<file path="config.mk">
export PLATFORM = sky130hd
export DESIGN_NAME = scard_host_ctrl
export DESIGN_NICKNAME = d
export VERILOG_FILES = /design/src/verilog/scard_pkg.sv /design/src/verilog/scard_host_ctrl.sv /design/src/verilog/scard_clkdiv.sv
export SDC_FILE = /design/constraint.sdc
export NUM_CORES = 1
export LEC_CHECK = 0
export ABC_AREA = 1
export ABC_CLOCK_PERIOD_IN_PS = 1700
export BUFFER_PORTS_ARGS = -buffer_cell sky130_fd_sc_hd__buf_2
export CAP_MARGIN = 5
export CELL_PAD_IN_SITES_DETAIL_PLACEMENT = 0
export CELL_PAD_IN_SITES_GLOBAL_PLACEMENT = 1
export CORE_ASPECT_RATIO = 1.4
export CORE_MARGIN = 8
export CORE_UTILIZATION = 35
export DETAILED_ROUTE_END_ITERATION = 6
export MAX_ROUTING_LAYER = met4
export PLACE_DENSITY = 0.76
export SYNTH_ARGS = -nofsm -noshare
export SYNTH_HDL_FRONTEND = slang
export SYNTH_HIERARCHICAL = 1
export SYNTH_SLANG_ARGS = --single-unit
</file>
<file path="constraint.sdc">
create_clock -name clk_i -period 1.7 [get_ports clk_i]
set_clock_uncertainty 0.1 [all_clocks]
set_input_delay 0.34 -clock clk_i [delete_from_list [all_inputs] [get_ports clk_i]]
set_output_delay 0.34 -clock clk_i [all_outputs]
set_load 0.01 [all_outputs]
</file>
<file path="src/verilog/scard_pkg.sv">
/*
 * Shared constants, types and the state records for the smart card host control block.
 * Assumes a 40 MHz system clock that is also the card reference clock.
 */
package scard_pkg;

  // ****************************************************************
  // Timing
  // ****************************************************************
  localparam int CLK_MHZ       = 40;
  localparam int T_STEP_NS     = 1000;
  localparam int STEP_CYC      = (T_STEP_NS * CLK_MHZ + 999) / 1000;
  localparam int T_RECOVER_MS  = 10;
  localparam int RECOVER_CYC   = T_RECOVER_MS * CLK_MHZ * 1000;
  localparam int RST_WAIT_CLKS = 42000;

  // ****************************************************************
  // Clock division codes, high select bit first
  // ****************************************************************
  localparam logic [1:0] DIV_8 = 2'h0;
  localparam logic [1:0] DIV_1 = 2'h1;
  localparam logic [1:0] DIV_4 = 2'h2;
  localparam logic [1:0] DIV_2 = 2'h3;

  // ****************************************************************
  // Register map
  // ****************************************************************
  localparam logic [7:0]  ADR_STATUS   = 8'h00;
  localparam logic [7:0]  ADR_CTRL     = 8'h04;
  localparam logic [7:0]  ADR_FAULT    = 8'h08;
  localparam int          CTRL_SWD_BIT = 0;
  localparam logic        CTRL_SWD_RST = 1'b0;
  localparam logic [4:0]  FAULT_RST    = 5'h00;
  localparam int          FLT_REMOVE   = 0;
  localparam int          FLT_VDD      = 1;
  localparam int          FLT_VCC      = 2;
  localparam int          FLT_OCUR     = 3;
  localparam int          FLT_TEMP     = 4;
  localparam int          ST_SEQ_LSB   = 0;
  localparam int          ST_SESSION   = 4;
  localparam int          ST_PRESENT   = 5;
  localparam int          ST_LOWPWR    = 6;
  localparam int          ST_RECOVER   = 7;
  localparam int          ST_OFFLOW    = 8;
  localparam int          ST_SYNC      = 9;
  localparam int          ST_VCCEN     = 10;

  typedef enum logic [3:0] {
    SQ_IDLE, SQ_VCC, SQ_IO, SQ_RSTW, SQ_ACTIVE, SQ_D_RST, SQ_D_CLK, SQ_D_IO, SQ_D_VCC
  } scard_seq_e;

  // Host control inputs that chip select freezes.
  typedef struct packed {
    logic       activate_cmd_n;
    logic       voltage_sel;
    logic       host_reset_in;
    logic       power_down_req;
    logic [1:0] div_sel;
    logic       sync_mode_sel;
  } scard_ctl_s;

  // Monitored pins that are never frozen.
  typedef struct packed {
    logic       chip_sel;
    logic       card_detect;
    logic       strobe;
    logic       vdd_fault;
    logic       vcc_fault;
    logic       over_current;
    logic       over_temp;
    logic [2:0] host_line;
    logic [2:0] card_line;
  } scard_mon_s;

  typedef struct packed {
    scard_ctl_s  ctl_m;
    scard_ctl_s  ctl_s;
    scard_mon_s  mon_m;
    scard_mon_s  mon_s;
    scard_ctl_s  ctl_l;
    logic        cmd_prev;
    scard_seq_e  seq;
    logic [15:0] seq_cnt;
    logic [18:0] rec_cnt;
    logic        session;
    logic        fault_seen;
    logic        pd;
    logic        vcc_en;
    logic        v5;
    logic        io_en;
    logic        clk_run;
    logic        strb_clk;
    logic        card_rst;
    logic        off_drive;
    logic [2:0]  host_oe;
    logic [2:0]  card_oe;
    logic        sw_deact;
    logic [4:0]  fault_flags;
    logic        ack;
    logic [31:0] dat;
  } scard_state_s;

  typedef struct packed {
    logic [2:0] cnt;
    logic       clk_q;
    logic       tick;
  } scard_div_s;

endpackage

</file>
<file path="src/verilog/scard_host_ctrl.sv">
/*
 * Smart card host control: host pin latching, card sequencer, card clock, presence/fault line,
 * power-down and recovery, plus a small classic Wishbone register file.
 * Assumes clk_i is the 40 MHz input clock and all pins except the Wishbone port are asynchronous to it.
 */
// Added by the designer: the address map and the Wishbone register port.
`timescale 1ns/1ps

// Behaviour
// - Chip select low freezes host control inputs; high lets them act directly.
// - Chip select low: host lines weakly pulled up, no data, fault line released.
// - Mode select low gives asynchronous card mode, high gives synchronous.
// - A falling activate command starts activation only with a card present.
// - Voltage select picks 5 V or 3 V; sequencer switches supply on.
// - Once enabled, card reset equals host reset input in both modes.
// - Asynchronous card clock divides input by 8, 1, 4 or 2 per code.
// - Divided clocks keep 45 to 55 percent duty; rate one follows input.
// - Outside a session and recovery the fault line reports presence only.
// - In session, removal or any fault pulls fault line low and deactivates.
// - Synchronous mode card clock follows strobe; asynchronous mode ignores strobe.
// - Buffered copy of the input clock drives the clock buffer output; it is held low in power-down.
// - Supply over-current starts deactivation and reports a fault.
// - Host or card supply supervisor fault triggers deactivation.
// - Host supply supervisor initialises the sequencer and deactivates at power-off.
// - Power-down request enters low power outside a session only.
// - Presence detection keeps working in power-down, raising the fault line.
// - Normal mode resumes 10 ms after power-down ends; fault line rises then.
// - Activate falls during power-down or recovery are ignored.
// - Deactivation order: reset low, clock stops low, data low, supply off.
// - Asynchronous reset stays low until 42000 card clocks after clock start.
module scard_host_ctrl #(
  parameter int RECOVER_CYC = scard_pkg::RECOVER_CYC
) (
  input  wire logic        clk_i,
  input  wire logic        resetn_i,
  input  wire logic        chip_sel_i,
  input  wire logic        activate_cmd_n_i,
  input  wire logic        voltage_sel_i,
  input  wire logic        host_reset_in_i,
  input  wire logic        power_down_req_i,
  input  wire logic        div_sel_hi_i,
  input  wire logic        div_sel_lo_i,
  input  wire logic        sync_mode_sel_i,
  input  wire logic        strobe_in_i,
  input  wire logic        card_detect_in_i,
  input  wire logic        vdd_fault_i,
  input  wire logic        vcc_fault_i,
  input  wire logic        over_current_i,
  input  wire logic        over_temp_i,
  input  wire logic [2:0]  host_line_i,
  output logic      [2:0]  host_line_o,
  output logic      [2:0]  host_line_oe_o,
  output logic             host_pullup_en_o,
  input  wire logic [2:0]  card_line_i,
  output logic      [2:0]  card_line_o,
  output logic      [2:0]  card_line_oe_o,
  output logic             fault_presence_n_o,
  output logic             fault_presence_n_oe_o,
  output logic             card_clk_o,
  output logic             card_rst_o,
  output logic             vcc_en_o,
  output logic             vcc_5v_o,
  output logic             low_power_state_o,
  output logic             clock_buf_out_o,
  input  wire logic        wb_cyc_i,
  input  wire logic        wb_stb_i,
  input  wire logic        wb_we_i,
  input  wire logic [7:0]  wb_adr_i,
  input  wire logic [3:0]  wb_sel_i,
  input  wire logic [31:0] wb_dat_i,
  output logic      [31:0] wb_dat_o,
  output logic             wb_ack_o
);

  localparam logic [18:0] REC_LOAD  = 19'(RECOVER_CYC);
  localparam logic [15:0] STEP_LOAD = 16'(scard_pkg::STEP_CYC);
  localparam logic [15:0] WAIT_LOAD = 16'(scard_pkg::RST_WAIT_CLKS);

  scard_pkg::scard_state_s r;
  scard_pkg::scard_state_s n;
  scard_pkg::scard_ctl_s   ctl_pins;
  scard_pkg::scard_mon_s   mon_pins;
  logic                    div_clk;
  logic                    tick;
  logic                    card_detect_in;
  logic                    cmd_fall;
  logic                    can_act;
  logic                    in_act;
  logic                    deact_req;
  logic                    sync_mode;
  logic [4:0]              ev;
  logic [31:0]             status;

  // ****************************************************************
  // Pin capture
  // ****************************************************************
  assign ctl_pins = '{activate_cmd_n: activate_cmd_n_i, voltage_sel: voltage_sel_i,
                      host_reset_in: host_reset_in_i, power_down_req: power_down_req_i,
                      div_sel: {div_sel_hi_i, div_sel_lo_i}, sync_mode_sel: sync_mode_sel_i};
  assign mon_pins = '{chip_sel: chip_sel_i, card_detect: card_detect_in_i, strobe: strobe_in_i,
                      vdd_fault: vdd_fault_i, vcc_fault: vcc_fault_i,
                      over_current: over_current_i, over_temp: over_temp_i,
                      host_line: host_line_i, card_line: card_line_i};

  // ****************************************************************
  // Derived conditions
  // ****************************************************************
  assign card_detect_in      = r.mon_s.card_detect;
  assign sync_mode = r.ctl_l.sync_mode_sel;
  assign cmd_fall  = r.cmd_prev && !r.ctl_l.activate_cmd_n;
  assign can_act   = card_detect_in && !r.pd && !r.ctl_l.power_down_req && r.rec_cnt == 19'h0 &&
                     !r.mon_s.vdd_fault && !r.sw_deact;
  assign in_act    = r.seq inside {scard_pkg::SQ_VCC, scard_pkg::SQ_IO, scard_pkg::SQ_RSTW,
                                   scard_pkg::SQ_ACTIVE};
  // The supply fault is only meaningful once the supply had its step to come up.
  assign ev[scard_pkg::FLT_REMOVE] = r.session && !card_detect_in;
  assign ev[scard_pkg::FLT_VDD]    = r.mon_s.vdd_fault;
  assign ev[scard_pkg::FLT_VCC]    = r.mon_s.vcc_fault && r.vcc_en &&
                                     r.seq != scard_pkg::SQ_VCC;
  assign ev[scard_pkg::FLT_OCUR]   = r.mon_s.over_current;
  assign ev[scard_pkg::FLT_TEMP]   = r.mon_s.over_temp;
  assign deact_req = in_act && (r.ctl_l.activate_cmd_n || (|ev) || r.sw_deact);

  assign status = {21'h0, r.vcc_en, sync_mode, r.off_drive, r.rec_cnt != 19'h0, r.pd,
                   card_detect_in, r.session, r.seq};

  // ****************************************************************
  // Next state
  // ****************************************************************
  always_comb begin
    n       = r;
    n.ctl_m = ctl_pins;
    n.ctl_s = r.ctl_m;
    n.mon_m = mon_pins;
    n.mon_s = r.mon_m;
    if (r.mon_s.chip_sel) begin
      n.ctl_l = r.ctl_s;
    end
    n.cmd_prev = r.ctl_l.activate_cmd_n;

    // Power-down and recovery.
    n.pd = r.ctl_l.power_down_req && (r.pd || (r.ctl_l.activate_cmd_n && !r.session &&
           r.seq == scard_pkg::SQ_IDLE));
    if (r.mon_s.vdd_fault || (r.pd && !n.pd)) begin
      n.rec_cnt = REC_LOAD;
    end else if (r.rec_cnt != 19'h0) begin
      n.rec_cnt = r.rec_cnt - 19'h1;
    end

    // Sequencer.
    if (r.seq_cnt != 16'h0 && (r.seq != scard_pkg::SQ_RSTW || tick)) begin
      n.seq_cnt = r.seq_cnt - 16'h1;
    end
    if (deact_req) begin
      n.seq     = scard_pkg::SQ_D_RST;
      n.seq_cnt = STEP_LOAD;
    end else begin
      unique case (r.seq)
        scard_pkg::SQ_IDLE: begin
          if (cmd_fall && can_act) begin
            n.seq     = scard_pkg::SQ_VCC;
            n.seq_cnt = STEP_LOAD;
            n.session = 1'b1;
            n.vcc_en  = 1'b1;
            n.v5      = r.ctl_l.voltage_sel;
          end else if (r.ctl_l.activate_cmd_n) begin
            n.session = 1'b0;
          end
        end
        scard_pkg::SQ_VCC: begin
          if (r.seq_cnt == 16'h0) begin
            n.seq     = scard_pkg::SQ_IO;
            n.seq_cnt = STEP_LOAD;
            n.io_en   = 1'b1;
          end
        end
        scard_pkg::SQ_IO: begin
          if (r.seq_cnt == 16'h0) begin
            n.clk_run = 1'b1;
            n.seq_cnt = WAIT_LOAD;
            n.seq     = sync_mode ? scard_pkg::SQ_ACTIVE : scard_pkg::SQ_RSTW;
          end
        end
        scard_pkg::SQ_RSTW: begin
          if (r.seq_cnt == 16'h0) begin
            n.seq = scard_pkg::SQ_ACTIVE;
          end
        end
        scard_pkg::SQ_ACTIVE: begin
          n.seq = scard_pkg::SQ_ACTIVE;
        end
        scard_pkg::SQ_D_RST: begin
          if (r.seq_cnt == 16'h0) begin
            n.seq     = scard_pkg::SQ_D_CLK;
            n.seq_cnt = STEP_LOAD;
            n.clk_run = 1'b0;
          end
        end
        scard_pkg::SQ_D_CLK: begin
          if (r.seq_cnt == 16'h0) begin
            n.seq     = scard_pkg::SQ_D_IO;
            n.seq_cnt = STEP_LOAD;
            n.io_en   = 1'b0;
          end
        end
        scard_pkg::SQ_D_IO: begin
          if (r.seq_cnt == 16'h0) begin
            n.seq     = scard_pkg::SQ_D_VCC;
            n.seq_cnt = STEP_LOAD;
            n.vcc_en  = 1'b0;
          end
        end
        scard_pkg::SQ_D_VCC: begin
          if (r.seq_cnt == 16'h0) begin
            n.seq = scard_pkg::SQ_IDLE;
          end
        end
        default: begin
          n.seq = scard_pkg::SQ_D_RST;
        end
      endcase
    end
    n.card_rst = n.seq == scard_pkg::SQ_ACTIVE && r.ctl_l.host_reset_in;
    n.strb_clk = r.clk_run && r.mon_s.strobe;

    // Presence and fault line; the fault stays reported until the host ends the session.
    if (r.session && |ev) begin
      n.fault_seen = 1'b1;
    end else if (!n.session) begin
      n.fault_seen = 1'b0;
    end
    if (n.session) begin
      n.off_drive = n.fault_seen;
    end else if (r.pd) begin
      n.off_drive = !card_detect_in;
    end else if (r.rec_cnt != 19'h0) begin
      n.off_drive = 1'b1;
    end else begin
      n.off_drive = !card_detect_in;
    end

    // Data lines: with io_en and chip select high, a line pulled low on one side is repeated low on the other.
    for (int i = 0; i < 3; i++) begin
      n.host_oe[i] = r.io_en && r.mon_s.chip_sel && !r.mon_s.card_line[i] && !r.card_oe[i];
      n.card_oe[i] = !r.io_en ||
                     (r.mon_s.chip_sel && !r.mon_s.host_line[i] && !r.host_oe[i]);
    end

    // Register bus; a hardware fault in the clearing cycle keeps its flag.
    n.ack = wb_cyc_i && wb_stb_i && !r.ack;
    if (wb_cyc_i && wb_stb_i && !r.ack) begin
      unique case (wb_adr_i)
        scard_pkg::ADR_STATUS: n.dat = status;
        scard_pkg::ADR_CTRL:   n.dat = {31'h0, r.sw_deact};
        scard_pkg::ADR_FAULT:  n.dat = {27'h0, r.fault_flags};
        default:               n.dat = 32'h0;
      endcase
    end
    if (wb_cyc_i && wb_stb_i && wb_we_i && r.ack && wb_sel_i[0]) begin
      if (wb_adr_i == scard_pkg::ADR_CTRL) begin
        n.sw_deact = wb_dat_i[scard_pkg::CTRL_SWD_BIT];
      end
      if (wb_adr_i == scard_pkg::ADR_FAULT) begin
        n.fault_flags = r.fault_flags & ~wb_dat_i[4:0];
      end
    end
    n.fault_flags = n.fault_flags | (r.session ? ev : 5'h0);
  end

  always_ff @(posedge clk_i or negedge resetn_i) begin
    if (!resetn_i) begin
      r             <= '0;
      r.ctl_l       <= '{activate_cmd_n: 1'b1, default: 1'b0};
      r.cmd_prev    <= 1'b1;
      r.rec_cnt     <= REC_LOAD;
      r.off_drive   <= 1'b1;
      r.card_oe     <= 3'h7;
      r.sw_deact    <= scard_pkg::CTRL_SWD_RST;
      r.fault_flags <= scard_pkg::FAULT_RST;
    end else begin
      r <= n;
    end
  end

  // ****************************************************************
  // Card clock
  // ****************************************************************
  scard_clkdiv u_div (
    .clk_i     (clk_i),
    .resetn_i  (resetn_i),
    .run_i     (r.clk_run && !sync_mode),
    .div_sel_i (r.ctl_l.div_sel),
    .clk_o     (div_clk),
    .tick_o    (tick)
  );

  // At rate one the input clock is gated directly, so its duty cycle passes through; the gate
  // opens and closes just after a rising edge, which may shorten that first or last pulse.
  always_comb begin
    if (sync_mode) begin
      card_clk_o = r.strb_clk;
    end else if (r.ctl_l.div_sel == scard_pkg::DIV_1) begin
      card_clk_o = clk_i && r.clk_run;
    end else begin
      card_clk_o = div_clk;
    end
  end

  // ****************************************************************
  // Outputs
  // ****************************************************************
  assign clock_buf_out_o       = clk_i && !r.pd;
  assign fault_presence_n_o    = 1'b0;
  assign fault_presence_n_oe_o = r.mon_s.chip_sel && r.off_drive;
  assign host_line_o           = 3'h0;
  assign host_line_oe_o        = r.mon_s.chip_sel ? r.host_oe : 3'h0;
  assign host_pullup_en_o      = !r.mon_s.chip_sel;
  assign card_line_o           = 3'h0;
  assign card_line_oe_o        = r.card_oe;
  assign card_rst_o            = r.card_rst;
  assign vcc_en_o              = r.vcc_en;
  assign vcc_5v_o              = r.v5;
  assign low_power_state_o     = r.pd;
  assign wb_dat_o              = r.dat;
  assign wb_ack_o              = r.ack;
endmodule

</file>
<file path="src/verilog/scard_clkdiv.sv">
/*
 * Card clock divider: makes the divided card clock and a tick per card clock cycle.
 * Assumes run_i and div_sel_i come from flip-flops on the same clock.
 */
`timescale 1ns/1ps

module scard_clkdiv (
  input  wire logic       clk_i,
  input  wire logic       resetn_i,
  input  wire logic       run_i,
  input  wire logic [1:0] div_sel_i,
  output logic            clk_o,
  output logic            tick_o
);

  scard_pkg::scard_div_s r;
  scard_pkg::scard_div_s n;

  function automatic logic div_bit(input logic [1:0] sel, input logic [2:0] cnt);
    unique case (sel)
      scard_pkg::DIV_8: div_bit = cnt[2];
      scard_pkg::DIV_4: div_bit = cnt[1];
      scard_pkg::DIV_2: div_bit = cnt[0];
      scard_pkg::DIV_1: div_bit = 1'b0;
    endcase
  endfunction

  // ****************************************************************
  // Divider
  // ****************************************************************
  // A counter bit toggles every half period, so each divided clock is exactly 50 percent.
  always_comb begin
    n       = r;
    n.cnt   = run_i ? r.cnt + 3'h1 : 3'h0;
    n.clk_q = run_i && div_bit(div_sel_i, n.cnt);
    n.tick  = run_i && ((div_sel_i == scard_pkg::DIV_1) || (n.clk_q && !r.clk_q));
  end

  always_ff @(posedge clk_i or negedge resetn_i) begin
    if (!resetn_i) begin
      r <= '0;
    end else begin
      r <= n;
    end
  end

  assign clk_o  = r.clk_q;
  assign tick_o = r.tick;
endmodule

</file>
==> flow_summary.toml, run 1 <==
[power]
switching_share_pct = 25.54
p_leak_nw = 4.665
ir_worst_vdd_mv = 0.5667
clkPwrFrac_pct = 52.1
p_per_area_nw_per_um2 = 993.6
power.switching_mw = 2.293
p_int_mw = 6.686
power.share.sequential_pct = 36.5
power_mw = 8.978
pwr-share-comb_pct = 11.4

[route]
via_per_inst = 4.519
wl_per_cell_um = 13.51
drc = 0
final_antenna_net_count = 0
vias = 5165
finalWirelength_um = 15440
drtIter0Drc = 274
firstDrtPassIters = 4

[synth]
postSynth.asyncResetShare_pct = 100.0
synth_area_leaders = "dfrtp_1, nand2_1, inv_1"
synth.most_common_cell = "nand2_1"
seq_area_frac_synth_pct = 52.55
synth_edf_count = 0
synth_top_area_share_pct = 47.32
syn_inst = 698
ys_warn_count = 6
synth.ff_latch_count = 126
synth_largest_area_cell = "dfrtp_1"
yosys-top-cells-count = "nand2_1, dfrtp_1, inv_1, nor2_1, o21ai_0"
synth.avg_cell_area_um2 = 8.637
yosysUniqueCellTypes = 45
synth_area_um2 = 6028
synth-main-ff-cell = "dfrtp_1"

[flow_run]
maxCapViolCount = 0

[timing]
final_max_slew_viol_count = 0
setup_viol = 42
final_hold_viol_count = 0
rsz0062_at_grt = "yes"
holdWs_ns = 0.01316
setup_tns_ns = -4.101
layout_setup_ws_ns = -0.2331

[grt]
grt.total_usage_pct = 15.54
grt_pass1_vias = 5443
grt.overflow.total = 0
grt_max_degree = 46
antenna_found_initial = 0
grt_pass1_wl_um = 25440

[layout]
fillers = 1550
synthToLayoutAreaGrowth_pct = 49.90
final_area_um2 = 9036
final_cells = 1143
antenna_cells = 0
utilization_pct = 52.79
layout-drive-gt1-share_pct = 41.41
fin_nets = 997

[placed_design]
io_buffer_count = 64
routabilityCongestion = 0.8487
dpl.hpwl_um = 10780
placedCellCount = 1036
dpl_cell_area_um2 = 7081
dpl_worst_slack_ns = -0.1152

[setup_path]
critPathBufInv = 4
cp_top_family = "buffers and inverters"
start_kind = "clock port"
cpPeakStageDelay_ns = 0.15
cp_slowest_cell = "buf_2"
cp-end-kind = "output port"
arrival_ns = 1.49
cp_cell_sequence = "clkbuf_16 -> clkbuf_16 -> clkinv_4 -> o21ai_2 -> o21ai_1 -> o21ai_1 -> buf_2"
crit_type = "clk2out"
required_ns = 1.26
cp_max_fo = 4

[floorplan]
fp.dieH_um = 171.3
rows = 57
core_area_um2 = 17120
dieWidth_um = 126.9
initial_utilization_pct = 35.22
ios = 123
die_area_um2 = 21740

[outcome]
status = "complete, but fails checks"
violations = "setup timing"

[clock_tree]
cts_buffer_depth = 2
cts_root_buf = "clkbuf_16"
numCtsBuffers = 17
clk_latency_ns = 0.62
cts_tree = "done"
h-tree-depth = 4
clk_pin_slew_ns = 0.05

[worst_hold_path]
min-delay-path-class = "in2reg"
## placed cells by master (no fill, tap or decap), types with 4 or more instances in the layout
cell type / instances
clkinvlp_4: 4
buf_2: 57
inv_2: 15
o21ai_2: 10
dlygate4sd3_1: 26
nor2_4: 13
nand2_2: 21
nor3_1: 8
o22ai_1: 4
nand2_4: 11
conb_1: 28
buf_6: 30
bufinv_16: 4
nor3_4: 7
a21oi_1: 11
nor3_2: 6
nand3_1: 26
o21ai_0: 26
nor2_1: 57
buf_12: 7
inv_1: 75
clkbuf_16: 17
xor2_1: 9
nor2_2: 26
xnor2_1: 6
o21ai_1: 17
dfstp_2: 12
dfrtp_1: 113
nand3_2: 7
nand2_1: 124
buf_4: 102
## worst min-delay path: stages
cell and delay (ns):
buf_2 0.09, nand3_1 0.05, nor2_1 0.05, nand2_1 0.08
o21ai_0 0.08
## final cells by class
cell class                      count  area [um2]  share of cell area, %
Sequential cell                   126        3169                  35.07
Multi-Input combinational cell    458        2763                  30.57
Timing Repair Buffer              212        1684                  18.64
Clock buffer                       32       570.5                  6.314
Inverter                           94       374.1                  4.140
Tap cell                          206       257.7                  2.852
Clock inverter                     14       206.4                  2.285
Timing Repair inverter              1       11.26                 0.1246
## final timing paths
check | from | endpoint | slack (ns) | depth (start not counted)
setup / recovery | clk_i | card_clk_o | -0.23 | 7
hold / removal | wb_we_i | r[38] | 0.01 | 5
setup reg to reg | r[82] | r[74] | -0.21 | 10
hold reg to reg | n[111] | ev[1] | 0.14 | 0
max in group asynchronous | resetn_i | n[94] | 0.62 | 3
min in group asynchronous | resetn_i | r[99] | 0.16 | 2
## repair_timing
item                       4_1_cts  5_1_grt
gates resized for setup         89      104
cloned                           2        0
setup endpoints to repair       44       56
hold endpoints to repair       107        0
buffers inserted                34       13
pin swaps                       36       36
hold buffers                    26        0
## power by group through the flow
stage | registers (mW) | logic (mW) | clock network (mW)
floorplan | 3.31 | 0.443 | 0.0370
global placement | 3.33 | 0.778 | 0.0561
detailed placement | 3.33 | 0.780 | 0.0561
CTS | 3.28 | 0.898 | 4.54
global route | 3.30 | 1.14 | 4.96
finish | 3.28 | 1.02 | 4.68
## flip-flops by register name (all words and copies together), names as in the netlist
register and cells:
r 76, n 21, wb_dat_o 11, card_line_oe_o 3
ev 3, u_div/r 3, card_detect_in 1, card_rst_o 1
low_power_state_o 1, sync_mode 1, u_div/clk_o 1, u_div/tick_o 1
vcc_5v_o 1, vcc_en_o 1, wb_ack_o 1
## kinds of logic after synthesis
logic type | synth area share (%)
other cells | 0.06221
fa+ha+maj | 0.8303
compound gates | 7.368
flops | 52.55
buf+inv | 11.75
xor+xnor | 2.615
simple gates | 24.82
## per-layer routing
metal	global-route usage, %	part of all wire (%)
met5	-	0
met2	26.53	54
met1	15.99	40
met3	4.065	3.1
met4	8.926	2.9
No activity file was read; power rests on OpenSTA's default activity.
==> run 2: changes to the inputs <==
--- a/config.mk
+++ b/config.mk
@@ -7,5 +7,4 @@
 export LEC_CHECK = 0
 export ABC_AREA = 1
-export ABC_CLOCK_PERIOD_IN_PS = 1700
 export BUFFER_PORTS_ARGS = -buffer_cell sky130_fd_sc_hd__buf_2
 export CAP_MARGIN = 5
==> constraint.sdc (replaced) <==
create_clock -name clk_i -period 1.7 [get_ports clk_i]
set_clock_uncertainty 0.1 [all_clocks]
set_input_delay 0.085 -clock clk_i [delete_from_list [all_inputs] [get_ports clk_i]]
set_output_delay 0.085 -clock clk_i [all_outputs]
set_load 0.01 [all_outputs]
==> run 2 against run 1 <==
  * The flow finishes with violations (hold timing, setup timing)
  * Worst setup slack better by 0.12 ns
  * Sequential cell count stayed put
  * Global-route usage is 0.38 points higher
  * Register-to-register slack better by 0.09 ns
  * Die area stayed put
  * First-iteration DRC count is 35% lower
  * Critical endpoint is now r[86]
  * Largest power group unchanged
==> flow_summary.toml, run 2 (synthesized netlist as in run 1, its figures left out) <==
[grt]
grt_max_degree = 35
antenna_found_initial = 0
grt.total_usage_pct = 15.92
globalRouteMet2Util_pct = 28.01
grt.busiest_layer = "met2"
grt_pass1_wl_um = 26420
grt.overflow.total = 0
grtUsageMet1_pct = 16.72
grt.met3_usage_pct = 3.475
grt_pass1_vias = 5547

[timing]
fin_crit_sh_pct = 106.8
slew-limit-headroom_pct = 61.11
tightest_slew_ns = 0.5815
layout_setup_ws_ns = -0.1155
period_needed_ns = 1.815
rsz0062_at_grt = "yes"
final_hold_viol_count = 1
setup_viol = 23
holdWs_ns = -0.0006286
final_max_slew_viol_count = 0
max_freq_ghz = 0.5508

[power]
power_mw = 8.733
clkPwrFrac_pct = 50.7
p_int_mw = 6.484
p_leak_nw = 4.723
p_per_area_nw_per_um2 = 959.0
switching_share_pct = 25.75
pwr-share-comb_pct = 11.8
power.share.sequential_pct = 37.5
power.switching_mw = 2.249
ir_worst_vdd_mv = 0.5712

[floorplan]
die_area_um2 = 21740
core_area_um2 = 17120
rows = 57
dieWidth_um = 126.9
ios = 123
initial_utilization_pct = 35.22
fp.dieH_um = 171.3

[placed_design]
placedCellCount = 1039
routabilityCongestion = 0.8683
dpl.hpwl_um = 10930
io_buffer_count = 64
dpl_worst_slack_ns = -0.1234
dpl_cell_area_um2 = 7091

[layout]
largest_reg_flops = 76
fin_nets = 1015
fillers = 1584
layout-drive-gt1-share_pct = 40.31
final_area_um2 = 9106
synthToLayoutAreaGrowth_pct = 51.06
antenna_cells = 0
final_cells = 1161
regMostFlops = "r"
final_common_cell = "nand2_1"
layout_common_cells = "nand2_1, buf_4, dfrtp_1"

[clock_tree]
cts_buffer_depth = 2
numCtsBuffers = 17
clk_pin_slew_ns = 0.06
cts_tree = "done"
clk_latency_ns = 0.59
h-tree-depth = 4
cts_root_buf = "clkbuf_16"

[route]
wl_per_cell_um = 13.88
drtIter0Drc = 179
vias = 5274
via_per_inst = 4.543
drc = 0
firstDrtPassIters = 4
final_antenna_net_count = 0
finalWirelength_um = 16110

[setup_path]
reg2reg_depth = 9
arrival_ns = 2.00
crit_type = "reg2reg"
cp-end-kind = "register"
cp_max_fo = 6
r2r_slack_ns = -0.12
required_ns = 1.89
start_kind = "register"

[worst_hold_path]
min-delay-path-class = "in2async"

[outcome]
status = "complete, but fails checks"
violations = "hold timing, setup timing"

[flow_run]
maxCapViolCount = 0
run 2: changes by cell type in the layout (fill, tap and decap cells not counted), moves of 6 or more:
cell,previous run,this run
buf_2,57,63
nor2_2,26,33
dlygate4sd3_1,26,43
buf_4,102,113
o21ai_1,17,24
buf_6,30,15
nor2_1,57,50
run 2: path summary, 6_finish.rpt:
check                                start            to
worst max-delay path                 r[63]         r[86]
max in group asynchronous         resetn_i         r[42]
worst min-delay path              resetn_i  u_div/tick_o
worst min register to register      n[110]        r[110]
min in group clk_i              chip_sel_i        n[114]
worst max register to register       r[63]         r[86]
run 2: layer usage:
layer / vias to the layer above / wire length (um)
li1: 2629 / -
met1: 2497 / 6533
met2: 110 / 8658
met3: 38 / 460
met4: 0 / 460
met5: - / 0
run 2: stage by stage:
step | TNS (ns) | utilization (%)
after global routing | -4.881 | 53.20
after CTS | -1.279 | 50.12
after floorplan | -0.02198 | -
after global placement | -0.7845 | 41.43
final | -1.680 | 53.20
after detailed placement | -1.351 | 41.43
run 2: worst max-delay path, cell delays in order (launching register included):
cell and delay [ns]:
dfrtp_1 0.40, nor2_2 0.15, nand2_2 0.10, nor3_4 0.32, nand3_2 0.12, nand2_2 0.11
nand3_2 0.10, nand2_4 0.14, buf_12 0.13, nor2_2 0.03
run 2: repair_timing:
action / 4_1_cts / 5_1_grt
setup buffers: 26 / 20
resized for setup: 59 / 113
hold endpoints to repair: 125 / 1
setup endpoints to repair: 31 / 58
pin swaps: 16 / 43
hold buffers: 44 / 1
run 2: layout make-up:
| class | count | area, um2 | share of cell area [%] |
|---|---|---|---|
| Sequential cell | 126 | 3171 | 34.82 |
| Multi-Input combinational cell | 457 | 2719 | 29.86 |
| Timing Repair Buffer | 232 | 1846 | 20.27 |
| Clock buffer | 33 | 565.5 | 6.210 |
| Inverter | 94 | 374.1 | 4.108 |
| Tap cell | 206 | 257.7 | 2.830 |
| Clock inverter | 13 | 173.9 | 1.910 |
run 2: power groups by stage:
stage	logic (mW)	registers, mW	clock network [mW]
2_1_floorplan	0.443	3.31	0.0370
3_3_place_gp	0.773	3.33	0.0561
3_5_place_dp	0.778	3.33	0.0561
4_1_cts	0.880	3.28	4.43
5_1_grt	1.15	3.29	4.70
6_report	1.03	3.28	4.42
